==> config.mk <==
export PLATFORM = sky130hd
export DESIGN_NAME = pmc_power_mode_control
export DESIGN_NICKNAME = d
export VERILOG_FILES = /design/src/verilog/pmc_power_mode_control.v
export VERILOG_INCLUDE_DIRS = /design/src /design/src/verilog
export SDC_FILE = /design/constraint.sdc
export NUM_CORES = 1
export LEC_CHECK = 0
export BUFFER_PORTS_ARGS = -buffer_cell sky130_fd_sc_hd__buf_2
export CAP_MARGIN = 20
export CELL_PAD_IN_SITES_DETAIL_PLACEMENT = 1
export CELL_PAD_IN_SITES_GLOBAL_PLACEMENT = 2
export CORE_MARGIN = 2
export CORE_UTILIZATION = 28
export DETAILED_ROUTE_END_ITERATION = 16
export PLACE_DENSITY = 0.85
export SKIP_CTS_REPAIR_TIMING = 1
export SLEW_MARGIN = 20
export SYNTH_ARGS = -nofsm -noshare
export SYNTH_HDL_FRONTEND = slang
export SYNTH_SLANG_ARGS = --single-unit
export TNS_END_PERCENT = 30
==> constraint.sdc <==
create_clock -name i_clk_sys -period 2.2 [get_ports i_clk_sys]
set_clock_uncertainty 0.05 [all_clocks]
set_input_delay 0.33 -clock i_clk_sys [delete_from_list [all_inputs] [get_ports i_clk_sys]]
set_output_delay 0.33 -clock i_clk_sys [all_outputs]
set_load 0.02 [all_outputs]
==> src/verilog/pmc_map.vh <==
// Register map, field positions and reset values of the power mode controller
`ifndef PMC_MAP_VH
`define PMC_MAP_VH

// ==========================================================
// Register byte offsets
`define PMC_ADDR_W 5
`define PMC_OFF_CTRL 5'h00
`define PMC_OFF_STATUS 5'h04
`define PMC_OFF_WAKE 5'h08
`define PMC_OFF_ISTAT 5'h0C
`define PMC_OFF_IMASK 5'h10

// ==========================================================
// Control fields
`define PMC_CTRL_IDLE 0
`define PMC_CTRL_PDOWN 1
`define PMC_CTRL_POF 2

// ==========================================================
// Wake configuration fields
`define PMC_WAKE_EN0 0
`define PMC_WAKE_EN1 1
`define PMC_WAKE_LVL0 2
`define PMC_WAKE_LVL1 3

// ==========================================================
// Interrupt event bits
`define PMC_EV_W 5
`define PMC_EV_IDLE 0
`define PMC_EV_PDOWN 1
`define PMC_EV_WAKE_IRQ 2
`define PMC_EV_WAKE_RST 3
`define PMC_EV_EMUL 4

// ==========================================================
// Reset values
`define PMC_POF_RST 1'h1
`define PMC_WAKE_RST 4'h0
`define PMC_IMASK_RST 5'h00

// ==========================================================
// Timing
`define PMC_MC_CLKS 12
`define PMC_GRACE_MC 2

`endif

==> src/verilog/pmc_power_mode_control.v <==
// Power mode controller: idle, power-down, wake-up, power-on flag, emulation entry
// Behaviour
// - State survives a slowed or stopped clock
// - Idle stops core, peripherals keep running
// - Idle entered after requesting instruction; state kept
// - Idle ends by enabled interrupt or reset
// - Power-down halts oscillator after requesting instruction
// - Reset exit reinitialises registers, keeps RAM
// - Interrupt exit keeps registers and RAM
// - Only enabled level-triggered external pins wake
// - Low restarts oscillator, high completes exit
// - After interrupt return, continue past entry
// - Power-on flag set by supply, software writable
// - Reset from idle blocks RAM writes briefly
// - Emulation entered by strobes at reset release
// - Emulation floats port 0, pulls, oscillator runs
// - Strobe and port states in low-power modes
`timescale 1ns/1ps
`include "pmc_map.vh"

module pmc_power_mode_control #(
  parameter MC_CLKS = `PMC_MC_CLKS,
  parameter GRACE_MC = `PMC_GRACE_MC
) (
  input wire i_clk_sys, // System clock
  input wire i_rst_n, // Power-on reset, async, low
  input wire i_hw_rst, // Reset pin, high active
  input wire i_supply_ramp, // Supply rose from zero, pulse
  input wire i_instr_done, // Core retired an instruction, pulse
  input wire i_irq_pending, // Any enabled interrupt pending
  input wire i_osc_stable, // Oscillator has settled
  input wire i_ext_program, // Executing from external memory
  input wire i_ext_irq_zero_n, // External interrupt pin 0
  input wire i_ext_irq_one_n, // External interrupt pin 1
  input wire i_core_ale, // Core address latch strobe
  input wire i_core_fetch_n, // Core program fetch strobe
  input wire i_ale_pin, // Address latch strobe pin level
  input wire i_program_fetch_strobe_n, // Fetch strobe pin level
  input wire i_wb_cyc, // Wishbone cycle
  input wire i_wb_stb, // Wishbone strobe
  input wire i_wb_we, // Wishbone write
  input wire [3:0] i_wb_sel, // Wishbone byte select
  input wire [`PMC_ADDR_W-1:0] i_wb_adr, // Wishbone byte address
  input wire [31:0] i_wb_dat, // Wishbone write data
  output reg [31:0] o_wb_dat, // Wishbone read data
  output reg o_wb_ack, // Wishbone acknowledge
  output reg o_irq, // Level interrupt
  output reg o_core_run, // Core clock enable
  output reg o_periph_run, // Peripheral clock enable
  output reg o_osc_en, // Oscillator enable
  output reg o_core_reset, // Core and register reset
  output reg o_ram_wr_block, // Internal RAM write inhibit
  output reg o_wake_irq, // Wake by interrupt, pulse
  output reg [1:0] o_wake_src, // Pin that woke the device
  output reg o_emul_mode, // Emulation mode active
  output reg o_ale_out, // Address latch strobe drive value
  output reg o_ale_oe, // Address latch strobe driven
  output reg o_program_fetch_strobe_n, // Fetch strobe drive value
  output reg o_program_fetch_strobe_n_oe, // Fetch strobe driven
  output reg o_strobe_pull, // Weak pull-up on strobes
  output reg o_port0_float, // Port 0 released
  output reg o_port_pull, // Ports 1 to 3 weak pull only
  output reg o_port2_addr // Port 2 drives address
);

  // ==========================================================
  // States
  localparam [2:0] ST_RUN = 3'h0;
  localparam [2:0] ST_IDLE = 3'h1;
  localparam [2:0] ST_PDOWN = 3'h2;
  localparam [2:0] ST_WAKE = 3'h3;
  localparam [2:0] ST_GRACE = 3'h4;
  localparam [2:0] ST_RESET = 3'h5;
  localparam integer GRACE_CLKS = MC_CLKS * GRACE_MC;

  reg [2:0] state_r;
  reg [2:0] state_nxt;
  reg [15:0] grace_cnt_r;
  reg idle_req_r;
  reg pdown_req_r;
  reg pof_r;
  reg [3:0] wake_cfg_r;
  reg [`PMC_EV_W-1:0] istat_r;
  reg [`PMC_EV_W-1:0] imask_r;
  reg emul_r;
  reg emul_arm_r;
  reg [1:0] src_r;
  reg [`PMC_EV_W-1:0] ev;
  reg [31:0] rd_mux;

  // ==========================================================
  // Bus decode
  wire acc = i_wb_cyc & i_wb_stb & ~o_wb_ack;
  // Write lands at the edge where the master samples ack high
  wire wr = i_wb_cyc & i_wb_stb & o_wb_ack & i_wb_we & i_wb_sel[0];
  wire wr_ctrl = wr & (i_wb_adr == `PMC_OFF_CTRL);
  wire wr_wake = wr & (i_wb_adr == `PMC_OFF_WAKE);
  wire wr_istat = wr & (i_wb_adr == `PMC_OFF_ISTAT);
  wire wr_imask = wr & (i_wb_adr == `PMC_OFF_IMASK);

  // Pin can wake only when enabled and level-sensitive
  wire arm0 = wake_cfg_r[`PMC_WAKE_EN0] & wake_cfg_r[`PMC_WAKE_LVL0];
  wire arm1 = wake_cfg_r[`PMC_WAKE_EN1] & wake_cfg_r[`PMC_WAKE_LVL1];
  wire low0 = arm0 & ~i_ext_irq_zero_n;
  wire low1 = arm1 & ~i_ext_irq_one_n;
  wire pins_high = (~arm0 | i_ext_irq_zero_n) & (~arm1 | i_ext_irq_one_n);

  // ==========================================================
  // Mode sequencer
  always @* begin
    state_nxt = state_r;
    ev = {`PMC_EV_W{1'b0}};
    case (state_r)
      ST_RUN: begin
        if (i_hw_rst) begin
          state_nxt = ST_RESET;
        end else if (i_instr_done & pdown_req_r & ~emul_r) begin
          // Power-down wins over a simultaneous idle request
          state_nxt = ST_PDOWN;
          ev[`PMC_EV_PDOWN] = 1'b1;
        end else if (i_instr_done & idle_req_r) begin
          state_nxt = ST_IDLE;
          ev[`PMC_EV_IDLE] = 1'b1;
        end
      end
      ST_IDLE: begin
        if (i_hw_rst) begin
          state_nxt = ST_GRACE;
        end else if (i_irq_pending) begin
          state_nxt = ST_RUN;
          ev[`PMC_EV_WAKE_IRQ] = 1'b1;
        end
      end
      ST_PDOWN: begin
        if (i_hw_rst) begin
          state_nxt = ST_RESET;
          ev[`PMC_EV_WAKE_RST] = 1'b1;
        end else if (low0 | low1) begin
          state_nxt = ST_WAKE;
        end
      end
      ST_WAKE: begin
        if (i_hw_rst) begin
          state_nxt = ST_RESET;
          ev[`PMC_EV_WAKE_RST] = 1'b1;
        end else if (pins_high & i_osc_stable) begin
          // Registers untouched, core vectors to the pin's handler
          state_nxt = ST_RUN;
          ev[`PMC_EV_WAKE_IRQ] = 1'b1;
        end
      end
      ST_GRACE: begin
        if (grace_cnt_r == 16'h0000) begin
          state_nxt = ST_RESET;
          ev[`PMC_EV_WAKE_RST] = 1'b1;
        end
      end
      ST_RESET: begin
        if (~i_hw_rst) begin
          state_nxt = ST_RUN;
        end
      end
      default: begin
        state_nxt = ST_RESET;
      end
    endcase
  end

  // Flops keep their value with no edge, so a stopped clock loses nothing
  always @(posedge i_clk_sys or negedge i_rst_n) begin
    if (!i_rst_n) begin
      state_r <= ST_RUN;
      grace_cnt_r <= 16'h0000;
    end else begin
      state_r <= state_nxt;
      if (state_r == ST_IDLE && state_nxt == ST_GRACE) begin
        grace_cnt_r <= GRACE_CLKS[15:0] - 16'h0001;
      end else if (grace_cnt_r != 16'h0000) begin
        grace_cnt_r <= grace_cnt_r - 16'h0001;
      end
    end
  end

  // ==========================================================
  // Emulation entry, caught at the reset pin release
  always @(posedge i_clk_sys or negedge i_rst_n) begin
    if (!i_rst_n) begin
      emul_r <= 1'b0;
      emul_arm_r <= 1'b0;
    end else if (state_r == ST_RESET) begin
      if (i_hw_rst) begin
        // Strobe low while fetch strobe high, during reset
        emul_arm_r <= ~i_ale_pin & i_program_fetch_strobe_n;
      end else begin
        // Still low at release enters, otherwise normal reset clears it
        emul_r <= emul_arm_r & ~i_ale_pin;
        emul_arm_r <= 1'b0;
      end
    end
  end

  // ==========================================================
  // Software registers
  always @(posedge i_clk_sys or negedge i_rst_n) begin
    if (!i_rst_n) begin
      idle_req_r <= 1'b0;
      pdown_req_r <= 1'b0;
      pof_r <= `PMC_POF_RST;
      wake_cfg_r <= `PMC_WAKE_RST;
      imask_r <= `PMC_IMASK_RST;
      src_r <= 2'h0;
    end else begin
      // Supply detection wins over a software write in the same cycle
      if (i_supply_ramp) begin
        pof_r <= 1'b1;
      end else if (wr_ctrl) begin
        pof_r <= i_wb_dat[`PMC_CTRL_POF];
      end
      if (state_r == ST_RESET) begin
        // Reset pin reinitialises control, wake and mask registers; flag and event status survive a warm start
        idle_req_r <= 1'b0;
        pdown_req_r <= 1'b0;
        wake_cfg_r <= `PMC_WAKE_RST;
        imask_r <= `PMC_IMASK_RST;
      end else begin
        if (state_nxt != ST_RUN && state_r == ST_RUN) begin
          idle_req_r <= 1'b0;
          pdown_req_r <= 1'b0;
        end else if (wr_ctrl) begin
          idle_req_r <= i_wb_dat[`PMC_CTRL_IDLE];
          pdown_req_r <= i_wb_dat[`PMC_CTRL_PDOWN];
        end
        if (wr_wake) begin
          wake_cfg_r <= i_wb_dat[3:0];
        end
        if (wr_imask) begin
          imask_r <= i_wb_dat[`PMC_EV_W-1:0];
        end
      end
      if (state_r == ST_PDOWN && state_nxt == ST_WAKE) begin
        src_r <= {low1, low0};
      end
    end
  end

  // Sticky events; a new event beats a clearing write
  always @(posedge i_clk_sys or negedge i_rst_n) begin
    if (!i_rst_n) begin
      istat_r <= {`PMC_EV_W{1'b0}};
    end else begin
      istat_r <= (istat_r & ~(wr_istat ? i_wb_dat[`PMC_EV_W-1:0] : {`PMC_EV_W{1'b0}}))
                 | ev | {(emul_r == 1'b0 && state_r == ST_RESET && ~i_hw_rst
                          && emul_arm_r && ~i_ale_pin), {(`PMC_EV_W-1){1'b0}}};
    end
  end

  // ==========================================================
  // Read mux; unmapped offsets read as zero
  always @* begin
    rd_mux = 32'h0000_0000;
    case (i_wb_adr)
      `PMC_OFF_CTRL: begin
        rd_mux[`PMC_CTRL_IDLE] = idle_req_r;
        rd_mux[`PMC_CTRL_PDOWN] = pdown_req_r;
        rd_mux[`PMC_CTRL_POF] = pof_r;
      end
      `PMC_OFF_STATUS: begin
        rd_mux[2:0] = state_r;
        rd_mux[3] = emul_r;
        rd_mux[5:4] = src_r;
      end
      `PMC_OFF_WAKE: begin
        rd_mux[3:0] = wake_cfg_r;
      end
      `PMC_OFF_ISTAT: begin
        rd_mux[`PMC_EV_W-1:0] = istat_r;
      end
      `PMC_OFF_IMASK: begin
        rd_mux[`PMC_EV_W-1:0] = imask_r;
      end
      default: begin
        rd_mux = 32'h0000_0000;
      end
    endcase
  end

  always @(posedge i_clk_sys or negedge i_rst_n) begin
    if (!i_rst_n) begin
      o_wb_ack <= 1'b0;
      o_wb_dat <= 32'h0000_0000;
      o_irq <= 1'b0;
    end else begin
      o_wb_ack <= acc;
      if (acc) begin
        o_wb_dat <= rd_mux;
      end
      o_irq <= |(istat_r & imask_r);
    end
  end

  // ==========================================================
  // Clock enables, reset and pin states, registered from the next state
  always @(posedge i_clk_sys or negedge i_rst_n) begin
    if (!i_rst_n) begin
      o_core_run <= 1'b0;
      o_periph_run <= 1'b0;
      o_osc_en <= 1'b1;
      o_core_reset <= 1'b1;
      o_ram_wr_block <= 1'b0;
      o_wake_irq <= 1'b0;
      o_wake_src <= 2'h0;
      o_emul_mode <= 1'b0;
      o_ale_out <= 1'b1;
      o_ale_oe <= 1'b0;
      o_program_fetch_strobe_n <= 1'b1;
      o_program_fetch_strobe_n_oe <= 1'b0;
      o_strobe_pull <= 1'b1;
      o_port0_float <= 1'b1;
      o_port_pull <= 1'b1;
      o_port2_addr <= 1'b0;
    end else begin
      // Core halts in both low-power modes; peripherals only in power-down
      o_core_run <= (state_nxt == ST_RUN) | (state_nxt == ST_GRACE);
      o_periph_run <= (state_nxt != ST_PDOWN) & (state_nxt != ST_WAKE);
      // Oscillator stops only in power-down, never in emulation
      o_osc_en <= (state_nxt != ST_PDOWN) | emul_r;
      o_core_reset <= (state_nxt == ST_RESET);
      // Port pins stay writable during the grace period, RAM does not
      o_ram_wr_block <= (state_nxt == ST_GRACE) | (state_nxt == ST_RESET);
      o_wake_irq <= ev[`PMC_EV_WAKE_IRQ];
      o_wake_src <= ((state_r == ST_WAKE) & ev[`PMC_EV_WAKE_IRQ]) ? src_r : 2'h0;
      o_emul_mode <= emul_r;
      if (emul_r) begin
        // Emulator drives the board; only weak pull-ups remain
        o_ale_oe <= 1'b0;
        o_program_fetch_strobe_n_oe <= 1'b0;
        o_ale_out <= 1'b1;
        o_program_fetch_strobe_n <= 1'b1;
        o_strobe_pull <= 1'b1;
        o_port0_float <= 1'b1;
        o_port_pull <= 1'b1;
        o_port2_addr <= 1'b0;
      end else begin
        o_ale_oe <= 1'b1;
        o_program_fetch_strobe_n_oe <= 1'b1;
        o_strobe_pull <= 1'b0;
        o_port_pull <= 1'b0;
        case (state_nxt)
          ST_IDLE: begin
            o_ale_out <= 1'b1;
            o_program_fetch_strobe_n <= 1'b1;
            o_port0_float <= i_ext_program;
            o_port2_addr <= i_ext_program;
          end
          ST_PDOWN, ST_WAKE: begin
            o_ale_out <= 1'b0;
            o_program_fetch_strobe_n <= 1'b0;
            o_port0_float <= i_ext_program;
            o_port2_addr <= 1'b0;
          end
          default: begin
            o_ale_out <= i_core_ale;
            o_program_fetch_strobe_n <= i_core_fetch_n;
            o_port0_float <= 1'b0;
            o_port2_addr <= i_ext_program;
          end
        endcase
      end
    end
  end

endmodule

---- After elaboration in Yosys (flattened, before gate mapping) ----
Cells that the tools add are included.
storage, ports and cells
  register bits ........................... 63
  output and inout port bits .............. 51
  input port bits ......................... 58
cells by class
  bitwise gates (word level) .............. 41
  eq/ne operators ......................... 16
  multiplexer cells ....................... 56
  add/sub/neg operators ................... 1
  reductions and logical operators ........ 23
operators with widths
  cell                                                 count
  two-way mux 3 bit                                    11
  two-way mux 16 bit                                   2
  two-way mux 1 bit                                    27
  AND 1 bit                                            22
  case mux 3 bit (6 select lines)                      1
  logical NOT 16 bit                                   1
  nonzero test 16 bit                                  1
  subtractor 16 x 1 -> 16 bit (second input constant)  1
  two-way mux 5 bit                                    3
  case mux 3 bit (5 select lines)                      1
  == test 3 x 2 -> 1 bit (second input constant)       4
  == test 3 bit (second input constant)                4
  AND 5 bit                                            2
  == test 5 x 4 -> 1 bit (second input constant)       2
  two-way mux 4 bit                                    2
  NOT 1 bit                                            8
  case mux 1 bit (2 select lines)                      4
  nonzero test 2 bit                                   4
  logical AND 1 bit                                    7
  == test 3 x 1 -> 1 bit (second input constant)       2
  logical NOT 3 bit                                    2
  two-way mux 2 bit                                    3
  != test 3 x 2 -> 1 bit (second input constant)       2
  bitwise OR 1 bit                                     6
  other kinds (13)                                     15

---- Logic depth before layout (Yosys ltp) ----
Gate-level depths: netlist of the first run.
  depth in word-level cells ............... 12
  mapped depth ............................ 8
  gate-level depth less buffers ........... 7

---- Least setup slack after synthesis of the first run ----
No wires, ideal clock.
  path type ............................... register to register
  from .................................... reg state_r[1]
  to ...................................... reg idle_req_r
  path buffers ............................ 0
  slack ................................... 0.369 ns
  setup time .............................. 0.131 ns
  data required time ...................... 2.019 ns
  cell stages (with the launch flop) ...... 6
  arrival ................................. 1.651 ns
  clock period less this slack ............ 1.831 ns
  cells stage by stage .................... dfrtp_1 > or4_1 > o211a_1 > o311a_2 > a311oi_1 > nor2_1
between the ends
  word-level cells in the longest chain between the ends .. 8
  elaborated cells on any way between the ends .. 23
  classes of those cells .................. eq/ne (5); mux (14); reduce/logical (4)
RTL lines
  item                             line                          RTL
  start, declared                  pmc_power_mode_control.v:76   reg [2:0] state_r;
  start signal, assigned           pmc_power_mode_control.v:175  state_r <= state_nxt;
  two-way mux 3 bit                pmc_power_mode_control.v:121  end else if (i_instr_done & idle_req_r) begin
  two-way mux 3 bit                pmc_power_mode_control.v:117  end else if (i_instr_done & pdown_req_r & ~emul_r) begin
  two-way mux 3 bit                pmc_power_mode_control.v:115  if (i_hw_rst) begin
  case mux 3 bit (6 select lines)  pmc_power_mode_control.v:113  case (state_r)
  nonzero test 3 bit               pmc_power_mode_control.v:226  if (state_nxt != ST_RUN && state_r == ST_RUN) begin
  logical AND 1 bit                pmc_power_mode_control.v:226
  two-way mux 1 bit                pmc_power_mode_control.v:226
  two-way mux 1 bit                pmc_power_mode_control.v:219  if (state_r == ST_RESET) begin
  end signal, assigned             pmc_power_mode_control.v:230  idle_req_r <= i_wb_dat[`PMC_CTRL_IDLE];
  end, declared                    pmc_power_mode_control.v:79   reg idle_req_r;
Parallel ways exist; a longest one is shown, timed or not.
A chain may end at the register's enable or synchronous reset.

---- Final worst setup path of the first run ----
  from .................................... reg wake_cfg_r[0]
  to ...................................... reg o_program_fetch_strobe_n
between the ends
  word-level cells in the longest chain between the ends .. 12
  elaborated cells on any way between the ends .. 18
  classes of those cells .................. eq/ne (3); mux (7); bitwise (7); reduce/logical (1)
RTL lines
  item                                 line                          RTL
  start, declared                      pmc_power_mode_control.v:82   reg [3:0] wake_cfg_r;
  start signal, assigned               pmc_power_mode_control.v:209  wake_cfg_r <= `PMC_WAKE_RST;
  start signal, assigned               pmc_power_mode_control.v:223  wake_cfg_r <= `PMC_WAKE_RST;
  start signal, assigned               pmc_power_mode_control.v:234  wake_cfg_r <= i_wb_dat[3:0];
  AND 1 bit (*)                        pmc_power_mode_control.v:102  wire arm0 = wake_cfg_r[`PMC_WAKE_EN0] & wake_cfg_r[`PMC_WAKE_LVL0];
  NOT 1 bit                            pmc_power_mode_control.v:106  wire pins_high = (~arm0 | i_ext_irq_zero_n) & (~arm1 | i_ext_irq_one_n);
  bitwise OR 1 bit                     pmc_power_mode_control.v:106
  AND 1 bit                            pmc_power_mode_control.v:106
  AND 1 bit                            pmc_power_mode_control.v:146  end else if (pins_high & i_osc_stable) begin
  two-way mux 3 bit                    pmc_power_mode_control.v:146
  two-way mux 3 bit                    pmc_power_mode_control.v:143  if (i_hw_rst) begin
  case mux 3 bit (6 select lines) (*)  pmc_power_mode_control.v:113
  net state_nxt[0]                     pmc_power_mode_control.v:77   reg [2:0] state_nxt;
  == test 3 x 2 -> 1 bit               pmc_power_mode_control.v:348  case (state_nxt)
  OR reduction 2 bit                   pmc_power_mode_control.v:348
  case mux 1 bit (2 select lines) (*)  pmc_power_mode_control.v:348
  two-way mux 1 bit (*)                pmc_power_mode_control.v:333  if (emul_r) begin
  end signal, assigned                 pmc_power_mode_control.v:363  o_program_fetch_strobe_n <= i_core_fetch_n;
  end, declared                        pmc_power_mode_control.v:58   output reg o_program_fetch_strobe_n,
The timed path passes the listed nets; every way through them passes the cells marked *.

==> run metrics, run 1 <==
Clock Tree Root clkbuf_16; Post-synth EDFFs 0; WP depth 5; deepest clock path buffer count 2; Async SR Flop Fraction between 90% and 100%; Avg Inst Size Synth ~10 µm²; # IOs 109; Synth warnings 0; Comb power frac 23.3%; CP Capture Type flop; crit path buf inv count 0; max-cap viol count 0; hold path depth 2; Initial Utilization 28.8%; Floorplan Core Area about 11,000 µm²; crit path DAT roughly 2.2 ns; row cnt 39; sequential-to-total area share from yosys stat between 40% and 50%; vias in the first global route about 2.7k; highest clock rate just over 0.5 GHz; Final setup viols 0; cts bufs inserted 9; Slew Viols, Final 0; GRT overflow 0; Worst-Margin Slew between 0.6 and 0.7 ns; setup tns final 0 ns; Worst Path Max Fanout 5; crit path kind flop to flop; Clock power frac about 34%; sequential share of power 42.8%; Hold Crit Class input pin to flop; CP Launch Type flop; Reg2Reg Depth 5; Max-slew headroom about three fifths; H-tree levels 3; switching pwr 1350 µW; Vias roughly 2.6k; post-synth cell types 59; initial antenna violation count 0; critical path's slowest cell o311ai_0; Residual DRC 0; final antenna-violating net count 0; Layout Utilization between 30% and 40%; Worst path max stage delay between 0.4 and 0.5 ns; Max IR drop VDD ~0.45 mV; worst path cell trace and3b_1 > o311ai_0 > o311a_2 > nand2_4 > a221o_1; fin crit share 90.4%; top-area cell type share of the netlist area a little over two fifths; clk sink count 63; Die W 113 µm; Post-Route WL approximately 8300 µm; Final Critical Period between 1.5 and 2 ns; ratio of cells with drive above 1 in the final layout 26.4%; Mapped Cells 325; DRT iter0 DRCs 65; Synth Register Bits 63; Pre-antenna DRT Iters 6; port bufs 52; synth-to-layout area growth 21.4%; cell taking the most area after synthesis dfrtp_1; TritonCTS clock tree built; Clock Latency Late Sink ~0.33 ns; post-DP HPWL 6300 µm; worst hold slack about 0.16 ns; Pwr Density 977 nW/µm²; Worst Path Required between 2 and 2.5 ns; gpl congestion between 0.8 and 0.9; die height ~110 µm; Worst-path clk slew roughly 0.060 ns; outcome completed; Leak roughly 0.0019 µW; Hold Vio Cnt, Final 0; drt via density roughly 4.8; Final nets ~450; DR WL/cell ~15 µm; gr usage total between 10% and 20%; diode count 0; mapped cell area 3300 µm²; first-pass GRT wire length roughly 14,000 µm; Die ar. 12,700 µm²; Top Family by Delay on Critical Path compound AO/OA/AOI/OAI gates; P_int ~2600 µW; Synth Flop Type dfrtp_1; setup repair after global routing missed its margin no; switching portion of total power between 30% and 40%; largest cells by area after synthesis dfrtp_1, buf_4, dfstp_2; largest net degree at the start of global routing 64
==> layer usage <==
metal  wire length, µm  track usage (%)  part of all wire [%]  vias to the layer above
met4               162             5.93                   1.9                        0
met5                 0                0                     0                        -
met1              3860             18.7                    46                     1309
met2              4000             22.4                    48                       60
li1                  -                -                     -                     1229
met3               328             2.27                   3.9                       13
==> cell usage in the layout, fill, tap and decap left out, types with 7 or more instances in the layout <==
cell type / n
dfstp_2: 7
a21oi_1: 9
inv_1: 13
nor2_1: 36
mux2i_1: 18
buf_4: 14
buf_2: 52
o21ai_0: 12
nand3_1: 9
clkbuf_16: 9
dfrtp_1: 56
nand2_1: 32
conb_1: 26
xnor2_1: 8
==> cell type report <==
cell class	count	area, µm²
flip-flops and latches	63	1590
multi-input cells	237	1520
clock buffers	10	239
fillers	1321	7460
repair buffers	68	395
inverters	13	48.8
well taps	143	179
clock inverters	6	45.0
==> stage by stage <==
| step | total power, µW | setup WS [ns] | instances | area (µm²) |
|---|---|---|---|---|
| 3_3_place_gp | 2550 | 0.223 | 523 | 3720 |
| 2_1_floorplan | 2310 | 0.369 | 350 | 3400 |
| 5_1_grt | 4140 | 0.0276 | 540 | 4010 |
| 4_1_cts | 3960 | 0.201 | 539 | 4000 |
| 6_report | 3920 | 0.211 | 540 | 4010 |
| 3_5_place_dp | 2610 | 0.215 | 523 | 3720 |
==> power groups by stage <==
stage          logic (µW)  registers [µW]  clock network, µW
3_5_place_dp          915            1690                  0
3_3_place_gp          872            1670                  0
4_1_cts               924            1680               1360
2_1_floorplan         609            1700                  0
5_1_grt              1020            1710               1410
6_report              912            1680               1330
==> cell usage after synthesis (3+ instances only) <==
library cell	number
o21ai_0	12
nor4_4	4
nor2b_1	6
buf_4	28
nand4_1	4
nor2_1	36
clkbuf_1	7
and3_1	3
a21oi_1	9
dfstp_2	7
xor2_1	5
xnor2_1	8
o41ai_1	3
mux2i_1	18
nand2b_1	5
dfrtp_1	56
nand2_1	32
inv_1	13
and2_1	3
nor3_1	4
nor4_1	5
nand3_1	9
==> final timing paths <==
path	start	end	slack, ns
min in group asynchronous	i_rst_n	imask_r[1]	0.49
min	i_supply_ramp	pof_r	0.16
max reg2reg	wake_cfg_r[0]	o_program_fetch_strobe_n	0.21
max in group asynchronous	i_rst_n	o_osc_en	1.27
min reg2reg	emul_arm_r	emul_arm_r	0.42
max	wake_cfg_r[0]	o_program_fetch_strobe_n	0.21
==> worst register-to-register path, stage by stage (launching register included) <==
cell and delay (ns):
dfrtp_1 0.41, and3b_1 0.26, o311ai_0 0.46, o311a_2 0.35
nand2_4 0.08, a221o_1 0.30
==> flip-flops by register name, summed over array words and instances, names as in the netlist, 2 cells and up <==
register and cells:
grace_cnt_r 16, imask_r 5, istat_r 5, o_wake_src 2
o_wb_dat 6, src_r 2, state_r 3, wake_cfg_r 4
==> cells by family (layout without fill, tap and decap cells) <==
family,Yosys count,in the layout,share of synthesized area [%]
DFF,63,63,48.0
adders and majority gates,2,2,0.757
and+or+nand+nor,129,129,22.5
xor gates and xnor gates,13,13,3.45
buffers and inverters,50,97,8.94
other,1,26,0.113
AOI/OAI and AO/OA,47,47,10.1
muxes,20,20,6.13
(Power assumes the default switching activity.)
==> run 2, diff against run 1 <==
--- a/config.mk
+++ b/config.mk
@@ -6,6 +6,7 @@
 export SDC_FILE = /design/constraint.sdc
 export NUM_CORES = 1
 export LEC_CHECK = 0
+export ABC_AREA = 1
 export BUFFER_PORTS_ARGS = -buffer_cell sky130_fd_sc_hd__buf_2
 export CAP_MARGIN = 20
 export CELL_PAD_IN_SITES_DETAIL_PLACEMENT = 1
@@ -13,7 +14,7 @@
 export CORE_MARGIN = 2
 export CORE_UTILIZATION = 28
 export DETAILED_ROUTE_END_ITERATION = 16
-export PLACE_DENSITY = 0.85
+export PLACE_DENSITY = 0.9
 export SKIP_CTS_REPAIR_TIMING = 1
 export SLEW_MARGIN = 20
 export SYNTH_ARGS = -nofsm -noshare
==> run 2 against run 1 <==
Count of clock-buffer cells in the layout up 4. Critical path depth grew 2. Via count increased by 10%. Fmax is 11% higher. Power grew 20%. Critical path type unchanged. Critical endpoint is now grace_cnt_r[14]. Highest routed layer unchanged.
==> run metrics, run 2 <==
vias in the first global route 2,939 (+7.2%); Worst Path Max Fanout 9 (+4); Post-synth top cells nand2_1, dfrtp_1, nor2_1; top-area cell type share of the netlist area 42.2% (-0.16 points); Max IR drop VDD 0.539 mV (+20%); Synth Flop Type dfrtp_1; CP Launch Type flop; Async SR Flop Fraction 100% (unchanged); gr usage total 14.8% (+0.89 points); final antenna-violating net count 0 (unchanged); pre-CTS setup slack 0.423 ns (+0.208 ns); Regs by FF count grace_cnt_r (16), o_wb_dat (6); cts bufs inserted 9 (unchanged); ratio of cells with drive above 1 in the final layout 22.2% (-4.2 points); die height 113 µm (+0.18%); Vias 2,876 (+10%); Hold Vio Cnt, Final 0 (unchanged); GRT overflow 0 (unchanged); Worst-path clk slew 0.05 ns (about the same); max-cap viol count 0 (unchanged); Initial Utilization 28.9% (+0.11 points); outcome completed; Post-Route WL 8980 µm (+7.5%); largest cells by area after synthesis dfrtp_1, nand2_1, buf_4; Non-Filler Instances 620 (+15%); Largest Register grace_cnt_r; H-tree levels 3 (unchanged); post-DP HPWL 6810 µm (+8.1%); setup tns final 0 ns (unchanged); Mapped Cells 408 (+26%); drt via density 4.64 (-4.1%); sequential-to-total area share from yosys stat 47.8% (-0.18 points); Final setup viols 0 (unchanged); clk sink count 63 (unchanged); Die W 113 µm (+0.18%); highest clock rate 0.560 GHz (+11%); gpl congestion 0.808 (-6.0%); crit path DAT 1.95 ns (-0.24 ns); Final Critical Period 1.79 ns (-0.203 ns); post-route setup slack 0.414 ns (+0.203 ns); Max-slew headroom 62.3% (+3.1 points); Pwr Density 1180 nW/µm² (+20%); largest net degree at the start of global routing 30 (-53%); post-synth cell types 31 (-47%); most common cell after layout, fill and taps aside nand2_1; Floorplan Core Area 11,500 µm² (unchanged); Post-synth EDFFs 0 (unchanged); DRT iter0 DRCs 130 (+100%); worst hold slack 0.155 ns (-0.000242 ns); crit path kind flop to flop; Worst Path Required 2.36 ns (-0.04 ns); TritonCTS clock tree built; DR WL/cell 14.5 µm (-6.3%); Leak 0.00198 µW (+4.2%); diode count 0 (unchanged); Worst-Margin Slew 0.565 ns (-0.0422 ns); Residual DRC 0 (unchanged); first-pass GRT wire length 14,700 µm (+4.8%); cell with the most instances after synthesis nand2_1; Final nets 532 (+18%); Synth Register Bits 63 (unchanged); setup repair after global routing missed its margin no; placed insts 603 (+15%); mapped cell area 3320 µm² (+0.38%); port bufs 52 (unchanged); Die ar. 12,700 µm² (+0.36%); synth-to-layout area growth 20.0%; Clock Tree Root clkbuf_16; # IOs 109 (unchanged); row cnt 39 (unchanged); Hold Crit Class input pin to flop; initial antenna violation count 0 (unchanged); cell taking the most area after synthesis dfrtp_1; Clock Latency Late Sink 0.33 ns (about the same); Pre-antenna DRT Iters 4 (-2); most frequent cells in the layout nand2_1, dfrtp_1, buf_2; deepest clock path buffer count 2 (unchanged); fin crit share 81.2% (-9.2 points); Avg Inst Size Synth 8.13 µm² (-20%); CP Capture Type flop; number of flip-flops in the largest register 16 (unchanged); Slew Viols, Final 0 (unchanged); Synth warnings 0 (unchanged)
==> run 2: worst max-delay path, cell delays in order (launching register included) <==
cell      delay (ns)
dfrtp_1         0.41
inv_2           0.11
nor2_2          0.15
nand2_2         0.11
nor2_4          0.22
clkinv_1        0.34
nand2_1         0.20
nor3b_1         0.07
==> run 2: cells by family (layout without fill, tap and decap cells) <==
family	count (synthesis)	in the layout	synth area share (%)
simple gates	197	197	27.4
other cells	1	26	0.113
buf+inv	79	123	12.1
xor+xnor	10	10	2.64
fa+ha+maj	2	2	0.754
flops	63	63	47.8
compound gates	56	56	9.20
==> run 2: final timing paths <==
kind	endpoint	cells past startpoint	slack [ns]	start
worst max-delay path	grace_cnt_r[14]	7	0.41	state_r[0]
worst min-delay path	pof_r	3	0.15	i_supply_ramp
worst min register to register	o_wb_dat[4]	2	0.43	o_wb_dat[4]
max in group asynchronous	o_ale_out	3	0.99	i_rst_n
worst max register to register	grace_cnt_r[14]	7	0.41	state_r[0]
min in group asynchronous	o_wb_dat[2]	2	0.44	i_rst_n
==> run 2: stage by stage <==
stage | total power (µW) | utilization [%] | instance area (µm²)
2_1_floorplan | 2880 | - | 3410
4_1_cts | 4750 | 34.6 | 3970
6_report | 4690 | 34.7 | 3980
5_1_grt | 5040 | 34.7 | 3980
3_5_place_dp | 3320 | 32.0 | 3670
3_3_place_gp | 3250 | 32.0 | 3670
==> run 2: routing by layer <==
metal  track usage [%]  share of wire, %  wire length (µm)  up-vias
li1                  -                 -                 -     1394
met1              18.7                45              4020     1407
met2              25.2                49              4410       66
met3              3.05               4.6               410        9
met4              5.45               1.4               128        0
met5                 0                 0                 0        -
==> run 2: report_power, final <==
part / leakage (µW) / internal (µW) / switching, µW
logic: 0.00105 / 490 / 1030
registers: 0.000777 / 1510 / 274
clock network: 0.000145 / 883 / 494
==> run 2: area by class of cell <==
type	instances	area, µm²
clock buffer	14	284
clock inverter	2	12.5
fill	1411	7490
inverter	51	191
multi-input combinational	291	1420
sequential	63	1590
tap	143	179
timing repair buffer	56	305
==> run 3, diff against run 2 <==
==> constraint.sdc (replaced) <==
create_clock -name i_clk_sys -period 1.8 [get_ports i_clk_sys]
set_clock_uncertainty 0.05 [all_clocks]
set_input_delay 0.27 -clock i_clk_sys [delete_from_list [all_inputs] [get_ports i_clk_sys]]
set_output_delay 0.27 -clock i_clk_sys [all_outputs]
set_load 0.02 [all_outputs]
==> run 3 against run 2 <==
Sequential power grew 23%. Worst hold slack worse by 0.073 ns. Power rose by 29%. Critical path depth up 1. Die area is the same. Utilization rose by 1.1 points. Design area grew 3.3%. Critical path type unchanged.
==> run metrics, run 3 (synthesized netlist as in run 2, its figures left out) <==
outcome completed; post-placement cell area 3710 µm² (+1.0%); Clock Latency Late Sink 0.33 ns (about the same); Reg-to-Reg End src_r[1]; number of flip-flops in the largest register 16 (unchanged); DR WL/cell 14.8 µm (+2.1%); R2R setup slack 0.09 ns (-0.33 ns); Non-Filler Instances 628 (+1.3%); Final nets 540 (+1.5%); die height 113 µm (unchanged); gpl congestion 0.831 (+2.8%); Max-slew headroom 64.4% (+2.1 points); Hold Vio Cnt, Final 0 (unchanged); CP Launch Type flop; final antenna-violating net count 0 (unchanged); Initial Utilization 28.9% (unchanged); Slew Viols, Final 0 (unchanged); Tot Pwr 6070 µW (+29%); hold path depth 3 (unchanged); Regs by FF count grace_cnt_r (16), o_wb_dat (6); max-cap viol count 0 (unchanged); Residual DRC 0 (unchanged); fin crit share 95.2% (+14 points); diode count 0 (unchanged); Clock power frac 31.1% (+1.7 points); Hold Crit Class input pin to flop; synth-to-layout area growth 24.0%; Comb power frac 32.5% (about the same); most common cell after layout, fill and taps aside nand2_1; Reg2Reg Depth 8 (+1); crit path kind flop to flop; drt via density 4.58 (-1.2%); Final Critical Period 1.71 ns (-0.0718 ns); Pwr Density 1480 nW/µm² (+25%); crit path DAT 1.87 ns (-0.08 ns); Worst Path Required 1.96 ns (-0.40 ns); Worst Path Max Fanout 6 (-3); Final setup viols 0 (unchanged); largest net degree at the start of global routing 64 (+110%); ratio of cells with drive above 1 in the final layout 25.6% (+3.3 points); Worst-path clk slew 0.06 ns (about the same); # IOs 109 (unchanged); Die ar. 12,700 µm² (unchanged); Vias 2,878 (+0.070%); Hold Path Sink pof_r; reg2reg start state_r[0]; gr usage total 15.3% (+0.48 points); row cnt 39 (unchanged); sequential share of power 36.3% (-1.9 points); placed insts 608 (+0.83%); most frequent cells in the layout nand2_1, dfrtp_1, buf_2; P_int 3750 µW (+30%); Die W 113 µm (unchanged); post-DP HPWL 6820 µm (+0.19%); vias in the first global route 3,041 (+3.5%); Largest Register grace_cnt_r; switching portion of total power 38.2% (-0.20 points); Max IR drop VDD 0.688 mV (+28%); startpoint of the worst hold path i_supply_ramp; initial antenna violation count 0 (unchanged); Floorplan Core Area 11,500 µm² (unchanged); Final Instance Area 4110 µm² (+3.3%); port bufs 52 (unchanged); deepest clock path buffer count 2 (unchanged); DRT iter0 DRCs 126 (-3.1%); highest clock rate 0.583 GHz (+4.2%); first-pass GRT wire length 15,200 µm (+3.3%); Leak 0.00203 µW (+2.8%); Pre-antenna DRT Iters 4 (unchanged); Post-Route WL 9280 µm (+3.4%); Clock Tree Root clkbuf_16; TritonCTS clock tree built; switching pwr 2320 µW (+29%); H-tree levels 3 (unchanged); Worst-Margin Slew 0.533 ns (-0.0318 ns); clk sink count 63 (unchanged); CP Capture Type flop; cts bufs inserted 9 (unchanged); GRT overflow 0 (unchanged)
-- run 3: final cells by class --
| class | count | area, µm² |
|---|---|---|
| Fill cell | 1391 | 7350 |
| Sequential cell | 63 | 1590 |
| Multi-Input combinational cell | 291 | 1460 |
| Timing Repair Buffer | 64 | 365 |
| Clock buffer | 10 | 239 |
| Inverter | 51 | 194 |
| Tap cell | 143 | 179 |
| Clock inverter | 6 | 83.8 |
-- run 3: worst max path at each step --
stage | to | from | slack (ns) | depth (start not counted)
after floorplan | grace_cnt_r[10] | grace_cnt_r[0] | 0.32 | 8
after global routing | o_program_fetch_strobe_n | state_r[0] | -0.008 | 10
after global placement | o_program_fetch_strobe_n | state_r[0] | 0.1 | 10
after detailed placement | grace_cnt_r[15] | grace_cnt_r[0] | 0.06 | 8
after CTS | o_program_fetch_strobe_n | grace_cnt_r[0] | 0.04 | 10
final | src_r[1] | state_r[0] | 0.09 | 8
-- run 3: routing by layer --
metal / routed length [µm] / global-route usage (%)
met5: 0 / 0
met4: 219 / 6.18
met3: 333 / 3.27
met2: 4500 / 25.6
met1: 4230 / 19.4
-- run 3: stage by stage --
stage / setup TNS [ns] / worst slack [ns] / hold slack (ns) / util, %
after floorplan: 0 / 0.320 / -0.0756 / -
after global placement: 0 / 0.0973 / 0.257 / 32.4
after detailed placement: 0 / 0.0570 / 0.266 / 32.4
after CTS: 0 / 0.0432 / -0.0859 / 35.2
after global routing: -0.00763 / -0.00763 / 0.0893 / 35.9
final: 0 / 0.0858 / 0.0815 / 35.9
-- run 3: power groups by stage --
stage / clock [µW] / combinational, µW / sequential, µW
after floorplan: 0 / 1260 / 2260
after global placement: 0 / 1810 / 2190
after detailed placement: 0 / 1890 / 2200
after CTS: 1940 / 1920 / 2190
after global routing: 2000 / 2220 / 2270
final: 1890 / 1970 / 2200
-- run 3: worst max-delay path, cell delays in order (launching register included) --
cell	delay (ns)
dfrtp_2	0.44
inv_4	0.11
nand2_2	0.09
nor2_4	0.18
nand3_2	0.11
a21oi_2	0.19
nand4_1	0.21
nand2_1	0.13
o21ai_1	0.07
